$ cat src/logic/wtu_pkg.sv
// Package for the watchdog timer unit: register map, fields, reset values.
// Assumes a 32-bit AHB-Lite style register port on a single system clock.
package wtu_pkg;

    // ==================================================================
    // Register byte offsets
    // ==================================================================
    localparam logic [3:0]  WTU_OFF_CONFIG       = 4'h0; // Config
    localparam logic [3:0]  WTU_OFF_CLOCK_SOURCE = 4'h4; // Clock source
    localparam logic [3:0]  WTU_OFF_RELOAD       = 4'h8; // Reload constant
    localparam logic [3:0]  WTU_OFF_FEED         = 4'hc; // Feed, write only

    // ==================================================================
    // Field positions
    // ==================================================================
    localparam int          WTU_KEY_LSB          = 16;   // Write key low bit
    localparam int          WTU_BIT_ENABLE       = 0;    // Enable bit
    localparam int          WTU_BIT_INT_MODE     = 1;    // Interrupt mode bit
    localparam int          WTU_BIT_FLAG         = 2;    // Timeout flag bit

    // ==================================================================
    // Key and feed values
    // ==================================================================
    localparam logic [15:0] WTU_WRITE_KEY        = 16'h5afa; // Write key
    localparam logic [15:0] WTU_FEED_VALUE       = 16'h55aa; // Feed pattern

    // ==================================================================
    // Reset values
    // ==================================================================
    localparam logic        WTU_RST_ENABLE       = 1'h0; // Disabled
    localparam logic        WTU_RST_INT_MODE     = 1'h0; // Reset mode
    localparam logic        WTU_RST_FLAG         = 1'h0; // No timeout
    localparam logic [1:0]  WTU_RST_CLK_SEL      = 2'h0; // Fast oscillator
    localparam logic [7:0]  WTU_RST_RELOAD       = 8'hff; // 256 ticks

    // ==================================================================
    // Counting clock source codes
    // ==================================================================
    localparam logic [1:0]  WTU_SEL_FAST_OSC     = 2'h0; // Internal fast
    localparam logic [1:0]  WTU_SEL_BUS_CLK      = 2'h1; // Bus clock
    localparam logic [1:0]  WTU_SEL_SLOW_OSC     = 2'h2; // Internal slow
    localparam logic [1:0]  WTU_SEL_EXT_XTAL     = 2'h3; // External crystal

    // ==================================================================
    // Prescaler
    // ==================================================================
    localparam int          WTU_PRESCALE         = 128;  // Fixed divider
    localparam logic [6:0]  WTU_PRESCALE_LAST    = 7'(WTU_PRESCALE - 1);

    // AHB transfer type bit that marks NONSEQ or SEQ
    localparam int          WTU_HTRANS_ACTIVE    = 1;

    // Address phase signals from the AHB master
    typedef struct packed {
        logic        hsel;   // Slave select
        logic [31:0] haddr;  // Byte address
        logic [1:0]  htrans; // Transfer type
        logic        hwrite; // Write when high
        logic [2:0]  hsize;  // Transfer size
        logic        hready; // Previous transfer done
    } wtu_ahb_req_t;

endpackage

$ cat src/logic/wtu_watchdog.sv
// Watchdog timer unit: fixed prescaler, 8-bit down-counter, keyed registers.
// Assumes the oscillator sources are slow against clock_in and asynchronous;
// the chip reset controller acts on chip_reset_out.
`timescale 1ns/100ps
`default_nettype none

module wtu_watchdog
(
    input  wire logic                  clock_in,        // 125 MHz bus clock
    input  wire logic                  rst_n_in,        // Async reset, low
    input  wire wtu_pkg::wtu_ahb_req_t ahb_req_in,      // Address phase
    input  wire logic [31:0]           hwdata_in,       // Write data
    output logic [31:0]                hrdata_out,      // Read data
    output logic                       hreadyout_out,   // Never stalls
    output logic                       hresp_out,       // Always OKAY
    input  wire logic                  fast_osc_in,     // Internal fast osc
    input  wire logic                  slow_osc_in,     // Internal slow osc
    input  wire logic                  ext_crystal_in,  // External crystal
    output logic                       chip_reset_out,  // Timeout reset
    output logic                       irq_out          // Timeout interrupt
);
    import wtu_pkg::*;

    // ==================================================================
    // Reset release
    // ==================================================================
    logic       rst_meta_q;    // First release stage
    logic       rst_sync_n_q;  // Released reset used everywhere

    // Assert at once, release through two flops
    always_ff @(posedge clock_in or negedge rst_n_in)
    begin
        if (!rst_n_in)
        begin
            rst_meta_q   <= 1'b0;
            rst_sync_n_q <= 1'b0;
        end
        else
        begin
            rst_meta_q   <= 1'b1;
            rst_sync_n_q <= rst_meta_q;
        end
    end

    // ==================================================================
    // Helper functions
    // ==================================================================
    // Matches a byte offset within the block
    function automatic logic wtu_hit(input logic [3:0] addr,
                                     input logic [3:0] off);
        wtu_hit = (addr == off);
    endfunction

    // ==================================================================
    // AHB-Lite slave
    // ==================================================================
    logic       wr_pend_q;   // Write data phase pending
    logic       rd_pend_q;   // Read data phase pending
    logic [3:0] addr_q;      // Captured low address
    wire        req_valid;   // Transfer accepted this cycle

    assign req_valid = ahb_req_in.hsel & ahb_req_in.hready
                     & ahb_req_in.htrans[WTU_HTRANS_ACTIVE];

    // Capture address phase for the following data phase
    always_ff @(posedge clock_in or negedge rst_sync_n_q)
    begin
        if (!rst_sync_n_q)
        begin
            wr_pend_q <= 1'b0;
            rd_pend_q <= 1'b0;
            addr_q    <= 4'h0;
        end
        else
        begin
            wr_pend_q <= req_valid & ahb_req_in.hwrite;
            rd_pend_q <= req_valid & ~ahb_req_in.hwrite;
            if (req_valid)
            begin
                addr_q <= ahb_req_in.haddr[3:0];
            end
        end
    end

    // Zero wait states, never an error response
    assign hreadyout_out = 1'b1;
    assign hresp_out     = 1'b0;

    // Write strobes, all gated by the key in the upper half
    wire        key_ok;      // Key matches
    wire        wr_ok;       // Accepted write this cycle
    wire        wr_config;   // Config write
    wire        wr_clk_src;  // Clock source write
    wire        wr_reload;   // Reload constant write
    wire        feed_hit;    // Valid feed

    assign key_ok     = (hwdata_in[31:WTU_KEY_LSB] == WTU_WRITE_KEY);
    assign wr_ok      = wr_pend_q & key_ok;
    assign wr_config  = wr_ok & wtu_hit(addr_q, WTU_OFF_CONFIG);
    assign wr_clk_src = wr_ok & wtu_hit(addr_q, WTU_OFF_CLOCK_SOURCE);
    assign wr_reload  = wr_ok & wtu_hit(addr_q, WTU_OFF_RELOAD);
    assign feed_hit   = wr_ok & wtu_hit(addr_q, WTU_OFF_FEED)
                      & (hwdata_in[15:0] == WTU_FEED_VALUE);

    // ==================================================================
    // Software registers
    // ==================================================================
    logic       enable_q;    // Watchdog running
    logic       int_mode_q;  // 1 interrupt, 0 chip reset
    logic [1:0] clk_sel_q;   // Counting clock source
    logic [7:0] reload_q;    // Reload constant
    logic       flag_q;      // Timeout flag
    logic       flag_d;      // Next timeout flag
    logic       timeout;     // Underflow this cycle
    logic       reset_q;     // Chip reset pulse
    wire        en_rise;     // Enable written from zero to one

    assign en_rise = wr_config & hwdata_in[WTU_BIT_ENABLE] & ~enable_q;

    // Fields, flag and one-cycle reset pulse; a bad key changes no field
    always_ff @(posedge clock_in or negedge rst_sync_n_q)
    begin
        if (!rst_sync_n_q)
        begin
            enable_q   <= WTU_RST_ENABLE;
            int_mode_q <= WTU_RST_INT_MODE;
            clk_sel_q  <= WTU_RST_CLK_SEL;
            reload_q   <= WTU_RST_RELOAD;
            flag_q     <= WTU_RST_FLAG;
            reset_q    <= 1'b0;
        end
        else
        begin
            flag_q     <= flag_d;
            reset_q    <= timeout & ~int_mode_q;
            if (wr_config)
            begin
                enable_q   <= hwdata_in[WTU_BIT_ENABLE];
                int_mode_q <= hwdata_in[WTU_BIT_INT_MODE];
            end
            if (wr_clk_src)
            begin
                clk_sel_q <= hwdata_in[1:0];
            end
            if (wr_reload)
            begin
                reload_q <= hwdata_in[7:0];
            end
        end
    end

    // Flag: a timeout in interrupt mode beats a same-cycle clear
    always_comb
    begin
        flag_d = flag_q;
        if (timeout && int_mode_q)
        begin
            flag_d = 1'b1;
        end
        else if (timeout)
        begin
            flag_d = 1'b0;
        end
        else if (wr_config && !hwdata_in[WTU_BIT_FLAG])
        begin
            flag_d = 1'b0;
        end
    end

    // Read mux; key half and feed register always read as zero
    wire [31:0] rd_word;     // Selected read word
    assign rd_word =
        wtu_hit(addr_q, WTU_OFF_CONFIG)       ?
            {29'h0, flag_q, int_mode_q, enable_q} :
        wtu_hit(addr_q, WTU_OFF_CLOCK_SOURCE) ? {30'h0, clk_sel_q} :
        wtu_hit(addr_q, WTU_OFF_RELOAD)       ? {24'h0, reload_q}  :
        32'h0;

    // Only drive data in a read data phase; mux of flops
    assign hrdata_out = rd_pend_q ? rd_word : 32'h0;

    // ==================================================================
    // Counting clock sources
    // ==================================================================
    // Oscillators are asynchronous: two flops, then edge detect on the
    // second stage. Sources faster than half of clock_in lose edges.
    logic [2:0] osc_meta_q;  // First sync stage
    logic [2:0] osc_sync_q;  // Second sync stage
    logic [2:0] osc_prev_q;  // Edge detect history
    wire  [2:0] osc_raw;     // Raw source pins
    wire  [2:0] osc_rise;    // Rising edges

    assign osc_raw = {ext_crystal_in, slow_osc_in, fast_osc_in};

    genvar gi;
    generate
        for (gi = 0; gi < 3; gi++)
        begin : g_osc
            // Synchroniser and edge history for one source
            always_ff @(posedge clock_in or negedge rst_sync_n_q)
            begin
                if (!rst_sync_n_q)
                begin
                    osc_meta_q[gi] <= 1'b0;
                    osc_sync_q[gi] <= 1'b0;
                    osc_prev_q[gi] <= 1'b0;
                end
                else
                begin
                    osc_meta_q[gi] <= osc_raw[gi];
                    osc_sync_q[gi] <= osc_meta_q[gi];
                    osc_prev_q[gi] <= osc_sync_q[gi];
                end
            end
            assign osc_rise[gi] = osc_sync_q[gi] & ~osc_prev_q[gi];
        end
    endgenerate

    // One enable pulse per counting clock period
    wire        src_tick;    // Selected source edge
    assign src_tick =
        (clk_sel_q == WTU_SEL_FAST_OSC) ? osc_rise[0] :
        (clk_sel_q == WTU_SEL_BUS_CLK)  ? 1'b1        :
        (clk_sel_q == WTU_SEL_SLOW_OSC) ? osc_rise[1] :
        osc_rise[2];

    // ==================================================================
    // Prescaler and down-counter
    // ==================================================================
    logic [6:0] pre_q;       // Prescaler count
    logic [7:0] count_q;     // Watchdog counter
    wire        reload_evt;  // Load counter from constant
    wire        pre_tick;    // One per 128 source ticks

    assign reload_evt = en_rise | feed_hit;
    assign pre_tick   = enable_q & src_tick
                      & (pre_q == WTU_PRESCALE_LAST);
    assign timeout    = ~reload_evt & pre_tick
                      & (count_q == 8'h00);

    // Prescaler restarts on every load so intervals are exact
    always_ff @(posedge clock_in or negedge rst_sync_n_q)
    begin
        if (!rst_sync_n_q)
        begin
            pre_q <= 7'h00;
        end
        else if (reload_evt)
        begin
            pre_q <= 7'h00;
        end
        else if (enable_q && src_tick)
        begin
            pre_q <= pre_q + 7'h01;
        end
    end

    // Counter: loaded value N gives N+1 ticks until underflow
    always_ff @(posedge clock_in or negedge rst_sync_n_q)
    begin
        if (!rst_sync_n_q)
        begin
            count_q <= WTU_RST_RELOAD;
        end
        else if (reload_evt || timeout)
        begin
            count_q <= reload_q;
        end
        else if (pre_tick)
        begin
            count_q <= count_q - 8'h01;
        end
    end

    assign chip_reset_out = reset_q;
    assign irq_out        = flag_q & int_mode_q;

    logic [7:0] tick_gap_q;  // Source ticks since last prescaled tick
    // Counts source ticks between prescaled ticks
    always_ff @(posedge clock_in or negedge rst_sync_n_q)
    begin
        if (!rst_sync_n_q)
        begin
            tick_gap_q <= 8'h00;
        end
        else if (reload_evt || pre_tick)
        begin
            tick_gap_q <= 8'h00;
        end
        else if (enable_q && src_tick)
        begin
            tick_gap_q <= tick_gap_q + 8'h01;
        end
    end
endmodule

`default_nettype wire
$ cat config.mk
export PLATFORM = sky130hd
export DESIGN_NAME = wtu_watchdog
export DESIGN_NICKNAME = d
export VERILOG_FILES = /design/src/logic/wtu_pkg.sv /design/src/logic/wtu_watchdog.sv
export SDC_FILE = /design/constraint.sdc
export NUM_CORES = 1
export LEC_CHECK = 0
export BUFFER_PORTS_ARGS = -buffer_cell sky130_fd_sc_hd__buf_2
export CAP_MARGIN = 30
export CORE_ASPECT_RATIO = 0.6
export CORE_UTILIZATION = 50
export DETAILED_ROUTE_END_ITERATION = 8
export GPL_TIMING_DRIVEN = 0
export PLACE_DENSITY = 0.85
export RECOVER_POWER = 100
export SETUP_SLACK_MARGIN = 0.1
export SLEW_MARGIN = 10
export SYNTH_ARGS = -nofsm -noshare
export SYNTH_HDL_FRONTEND = slang
export SYNTH_SLANG_ARGS = --single-unit
$ cat constraint.sdc
create_clock -name clock_in -period 2.5 [get_ports clock_in]
set_input_delay 0.125 -clock clock_in [delete_from_list [all_inputs] [get_ports clock_in]]
set_output_delay 0.125 -clock clock_in [all_outputs]
set_load 0.005 [all_outputs]
# --- Yosys cells after proc, flatten, opt, wreduce, memory -nomap -nowiden ---
# Index checks and enable logic that the tools add are counted.
word_totals:
  ff_bits: 46
  output_inout_bits: 36
  word_cells: 86
classes:
  add_sub_neg: 2
  eq_ne: 8
  n_mux: 14
  bitwise: 29
  n_reduce_logical: 11
op_table:
  columns: ["op", "count"]
  rows:
  - ["$mux 8", 6]
  - ["$eq 16x15->1 const B", 2]
  - ["$and 1x1->1", 21]
  - ["$mux 7", 2]
  - ["$eq 4x4->1 const B", 2]
  - ["$logic_not 8->1", 1]
  - ["$sub 8x1->8 const B", 1]
  - ["$add 7x1->7 const B", 1]
  - ["$eq 7x7->1 const B", 1]
  - ["$not 1->1", 7]
  - ["$mux 1", 6]
  - ["$eq 4x3->1 const B", 1]
  - ["$logic_not 4->1", 1]
  - ["$reduce_bool 2->1", 2]
  - ["$logic_and 1x1->1", 3]
  - ["$reduce_bool 3->1", 1]
  - ["$eq 2x1->1 const B", 1]
  - ["$eq 2x2->1 const B", 1]
  - ["$logic_not 2->1", 1]
  - ["$logic_not 1->1", 1]
  - ["$logic_or 1x1->1", 1]
  - ["$or 1x1->1", 1]

# --- Logic depth before layout (Yosys ltp) ---
# Gate-level depths: netlist (run 1).
depth:
  depth_word: 11
  ltp_mapped: 7
  ltp_nobuf: 7

# --- Worst setup path before layout (run 1) ---
# Ideal clock, no wire load.
synth_timing:
  path_type: "register -> register"
  from: "register count_q[5]"
  to: "register count_q[3]"
  setup_time_ns: 0.073
  arrival_ns: 1.778
  required_time_ns: 2.427
  slack_ns: 0.648
  path_stages_with_launch: 6
  path_buffers: 0
  cell_sequence: "dfstp_2 -> or4_1 -> nor3_2 -> nand2_1 -> o21ai_1 -> o2bb2ai_1"
synth_via:
  elab_chain_len: 4
  elab_cells_between_ends: 5
  classes_between: "mux: 1; bitwise: 1; reduce/logical: 3"
synth_lines:
  columns: ["element", "line_no", "rtl"]
  rows:
  - ["start, declared", "wtu_watchdog.sv:231", "logic [7:0] count_q;"]
  - ["start signal, assigned", "wtu_watchdog.sv:267", "count_q <= reload_q;"]
  - ["start signal, assigned", "wtu_watchdog.sv:271", "count_q <= count_q - 8'h01;"]
  - ["$logic_not 8->1 (*)", "wtu_watchdog.sv:239", "& (count_q == 8'h00);"]
  - ["$and 1x1->1 (*)", "wtu_watchdog.sv:239", null]
  - ["$logic_or 1x1->1 (*)", "wtu_watchdog.sv:265", "else if (reload_evt || timeout)"]
  - ["$mux 8 / $reduce_bool 2->1 (equally long branches)", null, null]
# Mark *: on every way between the ends. The rest lies on a longest branch, timed or not.
# A chain may end at the register's enable or synchronous reset.

# --- Worst setup path after layout (run 1) ---
# Ends and elaborated chain as after synthesis.

==> results of run 1 <==
worst paths after layout:
| check | startpoint | to | slack [ns] |
|---|---|---|---|
| hold / removal | ahb_req_in[9] | addr_q[2] | 0.04 |
| hold reg to reg | rst_sync_n_q | addr_q[0] | 0.16 |
| setup / recovery | count_q[5] | count_q[3] | 0.26 |
| min in group asynchronous | rst_n_in | rst_meta_q | 0.13 |
| max in group asynchronous | rst_sync_n_q | chip_reset_out | 0.57 |
| setup reg to reg | count_q[5] | count_q[3] | 0.26 |
kinds of logic after synthesis:
| logic type | after synthesis |
|---|---|
| flip-flops | 46 |
| buffers and inverters | 36 |
| AND/OR/NAND/NOR | 90 |
| XOR/XNOR | 5 |
| multiplexers | 23 |
| other | 2 |
| AO/OA/AOI/OAI | 23 |
| adder cells (fa/ha/maj) | 2 |
registers in the layout (all words and copies together), names as in the netlist, 2 cells and up:
signal	cells
count_q	8
reload_q	8
pre_q	7
addr_q	4
osc_meta_q	3
osc_prev_q	3
osc_sync_q	3
clk_sel_q	2
routing by layer:
layer / track usage (%) / share of wire, % / wire length (um)
met5: 0 / 0 / 0
met4: 5.80 / 1.5 / 72
met3: 6.56 / 5.7 / 278
met2: 33.5 / 49 / 2370
met1: 27.1 / 44 / 2130
power groups by stage:
stage	Sequential (mW)	Combinational, mW	Clock, mW
floorplan	0.804	0.0883	0
global placement	0.814	0.131	0
detailed placement	0.806	0.150	0
CTS	0.792	0.156	0.477
global route	0.796	0.172	0.510
finish	0.791	0.154	0.465
worst max-delay path, stage by stage (launching register included):
cell       delay (ns)
dfstp_1          0.39
or4_1            0.56
nor3_2           0.49
nand2_1          0.20
o21ai_1          0.33
o2bb2ai_1        0.19
Yosys cell counts, types with 2 or more instances:
| cell | n | share of area, % |
|---|---|---|
| nor2_1 | 22 | 3.4 |
| and4_1 | 2 | 0.72 |
| ha_1 | 2 | 1.0 |
| dfstp_2 | 16 | 17 |
| nor3_1 | 12 | 2.5 |
| nand3_1 | 9 | 1.8 |
| buf_4 | 26 | 8.0 |
| nand2b_1 | 4 | 1.0 |
| nor2b_1 | 4 | 1.0 |
| nand2_1 | 9 | 1.4 |
| nand4_1 | 3 | 0.77 |
| o21ai_0 | 3 | 0.61 |
| mux2i_1 | 8 | 3.3 |
| and4bb_1 | 2 | 1.0 |
| o2bb2ai_1 | 7 | 2.5 |
| o41ai_1 | 2 | 0.72 |
| mux2_4 | 8 | 4.9 |
| buf_2 | 2 | 0.41 |
| and2_1 | 6 | 1.5 |
| xor2_1 | 2 | 0.72 |
| a21oi_1 | 4 | 0.82 |
| or3_1 | 4 | 1.0 |
| nor4_1 | 2 | 0.51 |
| clkbuf_1 | 2 | 0.31 |
| nor4bb_1 | 4 | 1.6 |
| dfrtp_1 | 30 | 31 |
| xnor2_1 | 3 | 1.1 |
| conb_1 | 2 | 0.31 |
| inv_1 | 5 | 0.77 |
| mux2_2 | 7 | 3.2 |
timing repair:
action	4_1_cts	5_1_grt
hold endpoints to repair	6	0
setup endpoints to repair	0	0
hold buffers	5	0
layout make-up:
cell class | count | share of cell area, %
inverter | 5 | 0.624
timing repair buffer | 60 | 10.9
tap | 63 | 2.62
multi-input combinational | 170 | 36.6
clock inverter | 3 | 0.791
buffer | 31 | 7.20
clock buffer | 5 | 2.29
sequential | 46 | 39.0
==> flow_metrics.py, run 1 <==
metrics = {
    "floorplanning": {
        "die_w_um": 92.3,
        "chipHeight_um": 56.2,
        "core_um2": 4640,
        "floorplan.die_area_um2": 5190,
        "num_rows": 19,
        "start_util_pct": 52.8,
        "io_pins": 113,
    },
    "cells_and_area": {
        "finalNetCount": 398,
        "final_cell_mix": "buf_2, dfrtp_1, conb_1",
        "area_growth_pct": 22.9,
        "drive_gt1_share_pct": 35.3,
        "ff_latch_area_um2": 1170,
        "stdcell_area_um2": 3010,
        "fin_util_pct": 64.8,
        "fillers": 368,
        "multi_input_area_um2": 1100,
        "n_antenna_cell": 0,
        "fin_cells": 383,
        "layout.cells.most_common": "buf_2",
    },
    "routing": {
        "dr.pass1.iters": 4,
        "drt_first_iter_violations": 115,
        "antenna_left": 0,
        "drc": 0,
        "wire_per_inst_um": 12.7,
        "drt-total-wl_um": 4850,
        "via_per_inst": 4.97,
        "vias": 1904,
    },
    "power_and_ir_drop": {
        "power_frac_clock_pct": 33.0,
        "p_leak_nw": 1.39,
        "switching_share_pct": 25.5,
        "combPwrFrac_pct": 10.9,
        "total_power_mw": 1.41,
        "switchingPower_mw": 0.359,
        "p_int_mw": 1.05,
        "irDropWorstVdd_uv": 416,
        "p_seq_share_pct": 56.1,
        "p_per_area_nw_per_um2": 469,
    },
    "setup_path": {
        "r2r_cells": 5,
        "crit_type": "reg2reg",
        "cp_data_arrival_time_ns": 2.47,
        "path_max_fanout": 9,
        "worst_ep_required_time_ns": 2.73,
        "setup.worst_path.end_class": "register",
        "cp-start-kind": "register",
    },
    "global_routing": {
        "overflow": 0,
        "grt_max_degree": 35,
        "grt_pass1_vias": 1811,
        "grt_pass1_wl_um": 8250,
        "antenna_found_initial": 0,
        "grt_usage_pct": 20.7,
    },
    "clocking": {
        "insertion_delay_ns": 0.31,
        "cts_buffer_depth": 2,
        "tritoncts": "yes",
        "cts_setup_buffers": 0,
        "cts_root_buf": "clkbuf_8",
        "cts-htree-levels": 2,
        "clock_sinks": 46,
        "cts_buffers": 5,
        "clkTransAtPathRegs_ns": 0.09,
        "cts_resized": 0,
    },
    "sta": {
        "timing.fmax_mhz": 446,
        "slew-limit-headroom_pct": 4.68,
        "hold_viol": 0,
        "setup_tns_ns": 0,
        "hold_ws_ns": 0.0387,
        "fin_crit_ns": 2.24,
        "fin_skew_ns": 0.0124,
        "maxSlewViolCount": 0,
        "setup_viol": 0,
        "worstMarginPinSlew_ns": 1.43,
        "layout_setup_ws_ns": 0.259,
        "rsz0062_at_grt": "false",
        "fin_crit_sh_pct": 89.7,
    },
    "place": {
        "dp_hpwl_um": 3660,
        "placedInstanceArea_um2": 2910,
        "numPortBuffers": 54,
        "dp.cells": 370,
        "place_ws_ns": 0.327,
        "place.gp.congestion": 0.842,
    },
    "yosys": {
        "synthMuxAreaShare_pct": 11.4,
        "synthAdderAreaFrac_pct": 1.02,
        "synth_top_flop_cell": "dfrtp_1",
        "synth_warnings": 0,
        "yosys.area_share.simple_pct": 20.8,
        "synth-xor-area-share_pct": 1.79,
        "synth_top_family_by_area": "simple AND/OR/NAND/NOR gates",
        "synth_compound_area_share_pct": 6.85,
        "synth_cell_types": 45,
        "ys_async_sr_fraction_pct": 100,
        "ys_ff_latch": 46,
        "seq_area_frac_synth_pct": 47.9,
        "syn_area_um2": 2450,
        "synthCells": 227,
        "synth_edf_count": 0,
        "synth.avg_cell_area_um2": 10.8,
    },
    "worst_hold_path": {
        "hold_depth": 2,
        "worstHoldPathType": "in2reg",
    },
    "run_status": {
        "status": "complete, no violations",
    },
    "run": {
        "drv_cap": 0,
    },
}
No activity file was read; power rests on OpenSTA's default activity.
==> inputs of run 2 (changes only) <==
--- a/config.mk
+++ b/config.mk
@@ -7,7 +7,7 @@
 export LEC_CHECK = 0
 export BUFFER_PORTS_ARGS = -buffer_cell sky130_fd_sc_hd__buf_2
 export CAP_MARGIN = 30
-export CORE_ASPECT_RATIO = 0.6
+export CORE_ASPECT_RATIO = 1.25
 export CORE_UTILIZATION = 50
 export DETAILED_ROUTE_END_ITERATION = 8
 export GPL_TIMING_DRIVEN = 0
==> run 2 against run 1 <==
Effect of this change:
- critical path type unchanged
- largest power group unchanged
- count of clock-buffer cells in the layout is the same
- largest cell class unchanged
- worst setup slack gained 0.021 ns
- highest routed layer unchanged
- die area shrank 0.14%
- core utilization shrank 1.6 points
==> flow_metrics.py, run 2 (synthesized netlist as in run 1, its figures left out) <==
metrics = {
    "run_status": {
        "status": "complete, no violations",
    },
    "setup_path": {
        "setup.worst_path.end_class": "register",
        "path_max_fanout": 9,
        "crit_type": "reg2reg",
        "cp_data_arrival_time_ns": 2.46,
        "cp-start-kind": "register",
        "rr_endpoint": "count_q[3]",
        "worst_ep_required_time_ns": 2.74,
        "ff2ff_setup_slack_ns": 0.28,
        "reg2reg_from": "count_q[5]",
        "r2r_cells": 5,
    },
    "place": {
        "place.gp.congestion": 0.929,
        "placedInstanceArea_um2": 2910,
        "dp_hpwl_um": 3710,
        "numPortBuffers": 54,
    },
    "cells_and_area": {
        "final_cell_mix": "buf_2, dfrtp_1, conb_1",
        "finalNetCount": 398,
        "fillers": 423,
        "n_antenna_cell": 0,
        "area_growth_pct": 22.4,
        "reg_top3": "count_q x8, reload_q x8, pre_q x7",
        "multi_input_area_um2": 1090,
        "stdcell_area_um2": 2990,
        "layout.cells.most_common": "buf_2",
        "ff_latch_area_um2": 1170,
        "drive_gt1_share_pct": 34.1,
    },
    "clocking": {
        "cts_setup_buffers": 0,
        "cts_resized": 0,
        "tritoncts": "yes",
        "cts_root_buf": "clkbuf_8",
        "clkTransAtPathRegs_ns": 0.09,
        "clock_sinks": 46,
        "cts-htree-levels": 2,
        "cts_buffer_depth": 2,
        "insertion_delay_ns": 0.31,
        "cts_buffers": 5,
        "holdBufCountCts": 5,
    },
    "sta": {
        "maxSlewViolCount": 0,
        "setup_tns_ns": 0,
        "rsz0062_at_grt": "false",
        "worstMarginPinSlew_ns": 1.41,
        "slew-limit-headroom_pct": 5.88,
        "fin_skew_ns": 0.00630,
        "setup_viol": 0,
        "fin_crit_ns": 2.22,
        "fin_crit_sh_pct": 88.8,
        "hold_viol": 0,
        "timing.fmax_mhz": 450,
    },
    "floorplanning": {
        "floorplan.die_area_um2": 5180,
        "chipHeight_um": 80.2,
        "die_w_um": 64.6,
        "core_um2": 4730,
        "start_util_pct": 51.7,
        "num_rows": 28,
        "io_pins": 113,
    },
    "worst_hold_path": {
        "min_to": "addr_q[3]",
        "min_from": "ahb_req_in[10]",
        "worstHoldPathType": "in2reg",
        "hold_depth": 2,
    },
    "routing": {
        "drt-total-wl_um": 4880,
        "antenna_left": 0,
        "drc": 0,
        "drt_first_iter_violations": 72,
        "wire_per_inst_um": 12.8,
        "via_per_inst": 5.08,
        "dr.pass1.iters": 4,
        "vias": 1932,
    },
    "global_routing": {
        "antenna_found_initial": 0,
        "grt_pass1_wl_um": 7920,
        "grt_pass1_vias": 1825,
        "grt_max_degree": 35,
        "grt_usage_pct": 20.1,
        "overflow": 0,
    },
    "power_and_ir_drop": {
        "switchingPower_mw": 0.354,
        "total_power_mw": 1.40,
        "combPwrFrac_pct": 10.8,
        "p_seq_share_pct": 56.3,
        "p_leak_nw": 1.37,
        "p_int_mw": 1.05,
        "switching_share_pct": 25.2,
        "p_per_area_nw_per_um2": 469,
        "irDropWorstVdd_uv": 477,
        "power_frac_clock_pct": 33.0,
    },
    "run": {
        "drv_cap": 0,
    },
}
run 2: how the worst max path moves through the flow:
stage | startpoint | to | slack (ns) | cells after the start
CTS | count_q[5] | count_q[3] | 0.30 | 5
finish | count_q[5] | count_q[3] | 0.28 | 5
floorplan | count_q[5] | count_q[3] | 0.65 | 5
detailed placement | count_q[5] | count_q[3] | 0.34 | 5
global placement | count_q[5] | count_q[1] | 0.41 | 5
global route | rst_sync_n_q | pre_q[4] | 0.11 | 1
run 2: power by group through the flow:
stage,registers [mW],clock network (mW),logic [mW]
3_3_place_gp,0.812,0,0.131
2_1_floorplan,0.804,0,0.0883
6_report,0.790,0.463,0.152
4_1_cts,0.790,0.476,0.154
3_5_place_dp,0.804,0,0.148
5_1_grt,0.795,0.502,0.170
run 2: stage by stage:
step | setup slack (ns) | util, % | cells | hold slack (ns)
after floorplan | 0.648 | - | 252 | -0.171
after global placement | 0.414 | 61.0 | 366 | -0.0903
after detailed placement | 0.338 | 61.5 | 367 | -0.0887
after CTS | 0.296 | 64.5 | 380 | 0.0458
after global routing | 0.108 | 63.3 | 380 | 0.0583
final | 0.280 | 63.3 | 380 | 0.0520
run 2: routing by layer:
metal  GRT usage [%]  wire length (um)
met4            12.0               204
met5               0                 0
met2            36.2              2540
met3            3.55               200
met1            21.7              1930
run 2: worst max-delay path, stage by stage (launching register included):
cell and delay (ns):
dfstp_1 0.40, or4_1 0.56, nor3_2 0.53, nand2_1 0.18
o21ai_1 0.31, o2bb2ai_1 0.17
run 2: area by class of cell:
| cell class | instances | share of cell area (%) |
|---|---|---|
| Tap cell | 60 | 2.51 |
| Clock inverter | 3 | 0.794 |
| Sequential cell | 46 | 39.1 |
| Multi-Input combinational cell | 170 | 36.6 |
| Buffer | 31 | 7.19 |
| Timing Repair Buffer | 60 | 10.9 |
| Inverter | 5 | 0.627 |
| Clock buffer | 5 | 2.30 |
==> inputs of run 3 (changes only) <==
--- a/config.mk
+++ b/config.mk
@@ -8,9 +8,11 @@
 export BUFFER_PORTS_ARGS = -buffer_cell sky130_fd_sc_hd__buf_2
 export CAP_MARGIN = 30
 export CORE_ASPECT_RATIO = 1.25
+export CORE_MARGIN = 4
 export CORE_UTILIZATION = 50
 export DETAILED_ROUTE_END_ITERATION = 8
 export GPL_TIMING_DRIVEN = 0
+export HOLD_SLACK_MARGIN = 0.06
 export PLACE_DENSITY = 0.85
 export RECOVER_POWER = 100
 export SETUP_SLACK_MARGIN = 0.1
==> run 3 against run 2 <==
Effect of this change:
- die area increased by 17%
- routed wire length up 7.2%
- sequential cell count did not move
- critical path type unchanged
- largest power group unchanged
==> flow_metrics.py, run 3 (synthesized netlist as in run 1, its figures left out) <==
metrics = {
    "floorplanning": {
        "core_um2": 4730,
        "die_w_um": 70.6,
        "chipHeight_um": 86.2,
        "floorplan.die_area_um2": 6080,
        "start_util_pct": 51.7,
        "num_rows": 28,
        "io_pins": 113,
    },
    "clocking": {
        "clock_sinks": 46,
        "cts_setup_buffers": 0,
        "insertion_delay_ns": 0.30,
        "cts-htree-levels": 2,
        "clkTransAtPathRegs_ns": 0.09,
        "cts_buffer_depth": 2,
        "tritoncts": "yes",
        "cts_root_buf": "clkbuf_8",
        "cts_buffers": 5,
    },
    "sta": {
        "hold_viol": 0,
        "fin_skew_ns": 0.00853,
        "fin_crit_sh_pct": 88.2,
        "worstMarginPinSlew_ns": 1.38,
        "slew-limit-headroom_pct": 8.10,
        "maxSlewViolCount": 0,
        "fin_crit_ns": 2.21,
        "rsz0062_at_grt": "false",
        "setup_viol": 0,
        "timing.fmax_mhz": 453,
        "setup_tns_ns": 0,
    },
    "setup_path": {
        "path_cells": "or4_1, nor3_2, nand2_1, o21ai_1, o2bb2ai_1",
        "worst_ep_required_time_ns": 2.73,
        "reg2reg_from": "count_q[5]",
        "setup.worst_path.end_class": "register",
        "slowest_stage": "or4_1",
        "crit_type": "reg2reg",
        "path_buf_inv": 0,
        "cp-start-kind": "register",
        "path_max_fanout": 9,
        "crit_family": "simple AND/OR/NAND/NOR gates",
        "cpPeakStageDelay_ns": 0.56,
        "crit_path_start": "count_q[5]",
        "cp_data_arrival_time_ns": 2.44,
    },
    "cells_and_area": {
        "fin_util_pct": 64.6,
        "ff_latch_area_um2": 1170,
        "area_growth_pct": 24.8,
        "layout.cells.most_common": "buf_2",
        "drive_gt1_share_pct": 33.4,
        "fillers": 394,
        "finalNetCount": 404,
        "n_antenna_cell": 0,
        "reg_top3": "count_q x8, reload_q x8, pre_q x7",
        "fin_cells": 386,
        "multi_input_area_um2": 1090,
        "final_cell_mix": "buf_2, dfrtp_1, conb_1",
    },
    "global_routing": {
        "grt_max_degree": 32,
        "grt_pass1_vias": 1904,
        "grt_pass1_wl_um": 8470,
        "overflow": 0,
        "grt_usage_pct": 17.2,
        "antenna_found_initial": 0,
    },
    "routing": {
        "dr.pass1.iters": 5,
        "wire_per_inst_um": 13.5,
        "drt_first_iter_violations": 78,
        "drt-total-wl_um": 5230,
        "drc": 0,
        "antenna_left": 0,
        "vias": 1931,
        "via_per_inst": 5.00,
    },
    "power_and_ir_drop": {
        "p_leak_nw": 1.40,
        "p_per_area_nw_per_um2": 463,
        "irDropWorstVdd_uv": 431,
    },
    "worst_hold_path": {
        "min_from": "hwdata_in[3]",
        "worstHoldPathType": "in2reg",
    },
    "run": {
        "drv_cap": 0,
    },
    "run_status": {
        "status": "complete, no violations",
    },
    "place": {
        "dp_hpwl_um": 4010,
        "numPortBuffers": 54,
        "dp.cells": 367,
        "place.gp.congestion": 0.862,
    },
}
==> run 3: area by class of cell <==
class	instances	area share, %
clock inverters	3	0.779
repair buffers	66	12.6
plain buffers	31	7.05
multi-input cells	170	35.9
inverters	5	0.615
flip-flops and latches	46	38.4
well taps	60	2.46
clock buffers	5	2.25
==> run 3: worst reg2reg max path, delay by kind of cell (launching register included) <==
kind            cells  cell delay [ns]
flops               1             0.40
compound gates      2             0.48
simple gates        3             1.25
==> run 3: final timing paths <==
path	to	slack (ns)	depth (start not counted)
min in group asynchronous	rst_sync_n_q	0.13	2
min	reload_q[3]	0.07	2
max reg2reg	count_q[2]	0.29	5
min reg2reg	pre_q[0]	0.22	0
max in group asynchronous	addr_q[1]	0.51	1
max	count_q[2]	0.29	5
==> run 3: through the flow <==
step / area (um2) / worst slack (ns) / total power, mW / hold slack (ns)
after floorplan: 2540 / 0.648 / 0.892 / -0.171
after global placement: 2890 / 0.405 / 0.942 / -0.0904
after detailed placement: 2910 / 0.323 / 0.951 / -0.0885
after CTS: 3110 / 0.297 / 1.43 / 0.0653
after global routing: 3050 / 0.137 / 1.48 / 0.0617
final: 3050 / 0.294 / 1.41 / 0.0675
==> run 3: timing repair <==
| item | CTS | global route |
|---|---|---|
| resized for setup | 0 | 0 |
| hold endpoints to repair | 13 | 0 |
| hold buffers | 11 | 0 |
| endpoints found under the setup margin | 0 | 0 |
==> run 3: power by group <==
group | internal [mW] | switching, mW | total [mW]
registers | 0.767 | 0.0235 | 0.790
logic | 0.0908 | 0.0686 | 0.159
clock network | 0.200 | 0.265 | 0.465
==> run 3: layer usage <==
metal / wire (um) / vias up / track usage [%]
met5: 0 / - / 0
met4: 48 / 0 / 4.62
met3: 312 / 6 / 3.48
met2: 2860 / 59 / 32.4
met1: 2010 / 915 / 19.8
li1: - / 951 / -
